$ cat src/pkg/sod_pkg.sv
package sod_pkg;

  localparam int SOD_NUM_OUT = 8;
  localparam int SOD_SEL_W = 3;
  // latch starts open (1) so no output shows before a first pulse, except during a second pulse
  localparam logic SOD_GATE_RST = 1'b1;
  localparam logic [7:0] SOD_OUT_RST = 8'h00;
  localparam logic [1:0] SOD_EDGE_RST = 2'h0;

  typedef struct packed {
    logic [2:0] sel;
    logic timing_pulse_first;
    logic timing_pulse_second;
    logic unit_gate;
  } sod_in_type;

  typedef enum logic [1:0] {
    SOD_GATE_HOLD,
    SOD_GATE_OPEN,
    SOD_GATE_SHUT
  } sod_gate_cmd_type;

endpackage

$ cat src/logic/sod_decoder.sv
`timescale 1ns/10ps
module sod_decoder
  import sod_pkg::*;
(
  input wire logic ref_clk,
  input wire logic rst_b,
  input wire logic [2:0] sel,
  input wire logic timing_pulse_first,
  input wire logic timing_pulse_second,
  input wire logic unit_gate,
  output logic [7:0] dec_out,
  output logic gate_open
);

  sod_in_type in_now;
  logic [7:0] onehot;
  logic gate_q;
  logic gate_d;
  logic [7:0] out_d;
  logic [7:0] out_q;
  sod_gate_cmd_type cmd;

  assign in_now = '{sel: sel, timing_pulse_first: timing_pulse_first,
                    timing_pulse_second: timing_pulse_second, unit_gate: unit_gate};

  sod_onehot u_onehot (
    .sel(in_now.sel),
    .onehot(onehot)
  );

  function automatic sod_gate_cmd_type gate_cmd(input logic pa, input logic pb);
    if (pb) begin
      gate_cmd = SOD_GATE_OPEN;
    end else if (pa) begin
      gate_cmd = SOD_GATE_SHUT;
    end else begin
      gate_cmd = SOD_GATE_HOLD;
    end
  endfunction

  // gate latch per pulse levels
  always_comb begin
    cmd = gate_cmd(in_now.timing_pulse_first, in_now.timing_pulse_second);
    gate_d = gate_q;
    case (cmd)
      SOD_GATE_OPEN: gate_d = 1'b1;
      SOD_GATE_SHUT: gate_d = 1'b0;
      default: gate_d = gate_q;
    endcase
  end

  always_ff @(posedge ref_clk or negedge rst_b) begin
    if (!rst_b) begin
      gate_q <= SOD_GATE_RST;
    end else if (in_now.unit_gate) begin
      gate_q <= gate_d;
    end
  end

  // window from first pulse fall to second pulse fall
  always_comb begin
    if (in_now.unit_gate && !in_now.timing_pulse_first
        && (in_now.timing_pulse_second || !gate_d)) begin
      out_d = onehot;
    end else begin
      out_d = SOD_OUT_RST;
    end
  end

  always_ff @(posedge ref_clk or negedge rst_b) begin
    if (!rst_b) begin
      out_q <= SOD_OUT_RST;
    end else begin
      out_q <= out_d;
    end
  end

  assign dec_out = out_q;
  assign gate_open = gate_q;

  // each output only for its own code
  genvar b;
  generate
    for (b = 0; b < SOD_NUM_OUT; b++) begin : g_bit_chk

    end
  endgenerate
endmodule

$ cat src/logic/sod_onehot.sv
`timescale 1ns/10ps
module sod_onehot
  import sod_pkg::*;
(
  input wire logic [2:0] sel,
  output logic [7:0] onehot
);

  genvar i;
  generate
    for (i = 0; i < SOD_NUM_OUT; i++) begin : g_dec
      assign onehot[i] = (sel == 3'(i));
    end
  endgenerate

endmodule

$ cat config.mk
export PLATFORM = sky130hd
export DESIGN_NAME = sod_decoder
export DESIGN_NICKNAME = d
export VERILOG_FILES = /design/src/pkg/sod_pkg.sv /design/src/logic/sod_decoder.sv /design/src/logic/sod_onehot.sv
export SDC_FILE = /design/constraint.sdc
export NUM_CORES = 1
export LEC_CHECK = 0
export BUFFER_PORTS_ARGS = -buffer_cell sky130_fd_sc_hd__buf_2
export CORE_AREA = 10 10 47 49
export DETAILED_ROUTE_END_ITERATION = 6
export DIE_AREA = 0 0 57 59
export PLACE_DENSITY = 0.49
export SYNTH_ARGS = -nofsm -noshare
export SYNTH_HDL_FRONTEND = slang
export SYNTH_SLANG_ARGS = --single-unit
export TNS_END_PERCENT = 5
$ cat constraint.sdc
create_clock -name ref_clk -period 1.3 [get_ports ref_clk]
set_input_delay 0.195 -clock ref_clk [delete_from_list [all_inputs] [get_ports ref_clk]]
set_output_delay 0.195 -clock ref_clk [all_outputs]
set_load 0.01 [all_outputs]
After elaboration in Yosys (flattened, before gate mapping) --
Cells that the tools add are included.
Storage, ports and cells: bits in registers 9, input bits 8, output and inout bits 9, logic and storage cells 21
Operators by class: equal/unequal tests 9, multiplexer cells 4, reduce and logical (&&, ||, !) cells 6
Operators by type and width (count):
- $eq 3x3->1 const B | 4
- $mux 8 | 1
- $eq 3x2->1 const B | 2
- $mux 2 | 2
- $eq 3x1->1 const B | 1
- $logic_not 3->1 | 1
- $eq 2x1->1 const B | 1
- $eq 2x2->1 const B | 1
- $logic_and 1x1->1 | 2
- $logic_not 1->1 | 2
- $pmux 1 s2 | 1
- $logic_or 1x1->1 | 1

Longest topological paths before layout --
word-level depth 8, depth in mapped cells 3, depth with buffers taken out 2

Cells and area by module --
From an unflattened synthesis, not the netlist that was laid out.
Unflattened totals: cells, all modules 28, area, all modules 397.9 um^2
By module, submodules not included:
- sod_decoder | times used 1, cells an instance 20, area an instance 332.8 um^2, seq. area each 226.5 um^2
- sod_onehot | times used 1, cells an instance 8, area an instance 65.1 um^2, seq. area each 0.0 um^2

Worst setup path before layout --
OpenSTA, ideal clock, no wires.
kind register -> register, start point register gate_q, in the netlist gate_open, end point register out_q[3], in the netlist dec_out[3], library setup time 0.123 ns, arrival time 0.889 ns, data required time 1.177 ns, slack 0.288 ns, stages on the path, launching flop included 4, path buffers 1, clock period less this slack 1.012 ns, path through dfstp_2 nor2b_1 buf_2 nor4_1
Between the ends: word-level cells in the longest chain between the ends 5
RTL lines:
- from (decl) | RTL line sod_decoder.sv:17 | logic gate_q;
- from (signal assigned) | RTL line sod_decoder.sv:56 | gate_q <= gate_d;
- $pmux 1 s2 | RTL line sod_decoder.sv:45 | case (cmd)
- $logic_not 1->1 | RTL line sod_decoder.sv:63 | && (in_now.timing_pulse_second || !gate_d)) begin
- $logic_or 1x1->1 | RTL line sod_decoder.sv:63
- $logic_and 1x1->1 | RTL line sod_decoder.sv:63
- $mux 8 | RTL line sod_decoder.sv:62 | if (in_now.unit_gate && !in_now.timing_pulse_first
- named net out_d[3] | RTL line sod_decoder.sv:19 | logic [7:0] out_d;
- to (signal assigned) | RTL line sod_decoder.sv:74 | out_q <= out_d;
- to (decl) | RTL line sod_decoder.sv:20 | logic [7:0] out_q;
The timed path passes the listed nets, and every way through them passes these cells. A chain may end at the register's enable or synchronous reset.

Final worst setup path --
start point register gate_q, in the netlist gate_open, end point output port gate_open
RTL lines:
- to (decl) | RTL line sod_decoder.sv:12 | output logic gate_open
No word-level cell between the ends.

==> impl_results.md <==
- Worst hold path class: input pin to flip-flop
- Clk pin slew, worst setup/hold paths: 0.06 ns
- Vias per cell: 4.42
- Layout Area Growth over Synthesis: 35.4%
- Crit path launch: gate_open
- Top delay family on crit path: flip-flops
- Total power: 570 µW
- Core Area: 0.00140 mm²
- Worst hold start: sel[0]
- Sequential area share after synthesis: 62.8%
- # setup viols final: 0
- Routed len/inst: 12.5 µm
- Post-Syn Instances: 29
- WP data required: 1.11 ns
- TritonCTS Buffers: 3
- Antenna cell count: 0
- CTS resizes: 0
- CP bufs+invs: 1
- Critical path type: flip-flop to output port
- Status: finished clean
- Leak pwr: 0.253 nW
- Share of layout cells above drive strength 1: 46.9%
- Nets: 58
- Initial Util: 25.7%
- Pin count of the biggest net entering global routing: 10
- Worst Skew: 0.00196 ns
- Non-Filler Cell Area, Final: 488 µm²
- Drt initial violations: 4
- TritonCTS clock tree: yes
- Initial DRT Pass Iterations: 2
- Pins Over Slew Limit: 0
- Die area: 0.00336 mm²
- Max cap viols: 0
- Worst-path maximum fanout: 3
- Worst-Margin Slew: 0.317 ns
- Routed Antenna Nets: 0
- Fmax: 0.898 GHz
- Die W: 57 µm
- YS warnings: 0
- DR DRC count: 0
- Worst vdd ir: 0.291 mV
- Grt total ovfl: 0
- Max-slew headroom: 78.6%
- Worst-Skew Late Latency: 0.26 ns
- Fin Setup TNS: 0 ns
- Fin cells: 65
- Total Routing Usage GR: 5.88%
- Max Buffers Root-to-Sink: 2
- P per Cell Area: 1170 mW/mm²
- Via count: 287
- Number of core rows: 14
- Total Wirelength: 812 µm
- Total I/O pin count: 17
- WP data arrival: 0.92 ns
- Unrepaired setup endpoints after global routing: no
- Register bit total from synthesis: 9
- Tcrit/Tclk final: 85.6%
- Dpl cells: 60
- H-tree depth: 1
- Buffers on Ports: 16
- Global-route wire length before repair: 1390 µm
- Synth cell types: 14
- Mapped Area: 360 µm²
- Root Buffer: clkbuf_4
- Critical Path End Type: output port
- Final HPWL DP: 649 µm
- Final Hold Fails: 0
- Max stage delay cell, worst path: dfstp_2
- Slowest stage delay, CP: 0.54 ns
- Crit-path cells: buf_2
- Syn_nets: 37
- Worst R2R Start: gate_open
- Height of the die: 59 µm
- Avg Cell Area, Syn: 12.4 µm²
- Vias in the first global route: 310
- Dpl cell area: 452 µm²
- Initial antenna violation count: 0
- Startpoint types: flip-flop
- Clock sinks: 9
- Min cycle time layout: 1.11 ns
- Placer congestion estimate: 0.724
synth_stat cells:
master    number  area, µm²
nand2_1        2       7.51
a22o_1         1       8.76
or3_1          1       6.26
nor2b_1        1       6.26
nand2b_1       3       18.8
nor3_2         1       10.0
buf_2          1       5.00
nor2_1         1       3.75
dfstp_2        1       26.3
dfrtp_1        8        200
nor4b_2        1       15.0
inv_1          1       3.75
nor4_1         6       37.5
buf_6          1       11.3
through the flow:
stage	setup WS, ns	utilization, %	hold slack [ns]
final	0.187	34.8	0.157
after global routing	0.131	34.8	0.148
after CTS	0.163	34.8	0.139
after detailed placement	0.228	32.2	0.0502
after global placement	0.266	32.2	0.0524
after floorplan	0.288	-	-0.101
layer usage:
layer	GRT usage [%]	part of all wire [%]	up-vias	wire length (µm)
li1	-	-	141	-
met1	5.94	47	131	382
met2	6.67	42	13	337
met3	3.43	7.9	2	64
met4	9.06	3.3	0	27
met5	0	0	-	0
state kept, by name, summed over array words and instances, names as in the netlist:
signal     cells
dec_out        8
gate_open      1
kinds of logic (layout without fill, tap and decap cells):
| logic type | Yosys count | after routing | share of synthesized area (%) |
|---|---|---|---|
| and+or+nand+nor | 16 | 16 | 29.2 |
| DFF | 9 | 9 | 62.8 |
| buffers and inverters | 3 | 23 | 5.55 |
| AOI/OAI and AO/OA | 1 | 1 | 2.43 |
area by class of cell:
class	instances	area, µm²
Tap cell	16	20.0
Sequential cell	9	226
Fill cell	155	913
Inverter	1	3.75
Multi-Input combinational cell	17	114
Timing Repair Buffer	18	97.6
Clock buffer	4	26.3
path summary, 6_finish.rpt:
kind	endpoint	slack [ns]	cells past startpoint
max	gate_open	0.19	1
min	dec_out[6]	0.16	2
max reg2reg	dec_out[2]	0.23	3
min reg2reg	gate_open	0.57	1
max in group asynchronous	gate_open	0.75	2
min in group asynchronous	dec_out[1]	0.31	2
timing repair:
item,CTS,global route
endpoints found under the setup margin,0,0
hold endpoints to repair,9,0
hold buffers,1,0
buffers inserted,0,0
power breakdown:
part | internal, mW | switching (mW) | total, mW | leakage, nW
Combinational | 0.0286 | 0.0382 | 0.0668 | 0.116
Sequential | 0.290 | 0.00315 | 0.293 | 0.122
Clock | 0.118 | 0.0917 | 0.210 | 0.0150
Total | 0.436 | 0.133 | 0.570 | 0.253
layout by cell type (no fill, tap or decap), types with 2 or more instances in the layout:
cell type and count:
dfrtp_1 8, buf_2 16, nand2_1 2, nand2b_1 3, clkbuf_4 3, nor4_1 6
(Power assumes the default switching activity.)
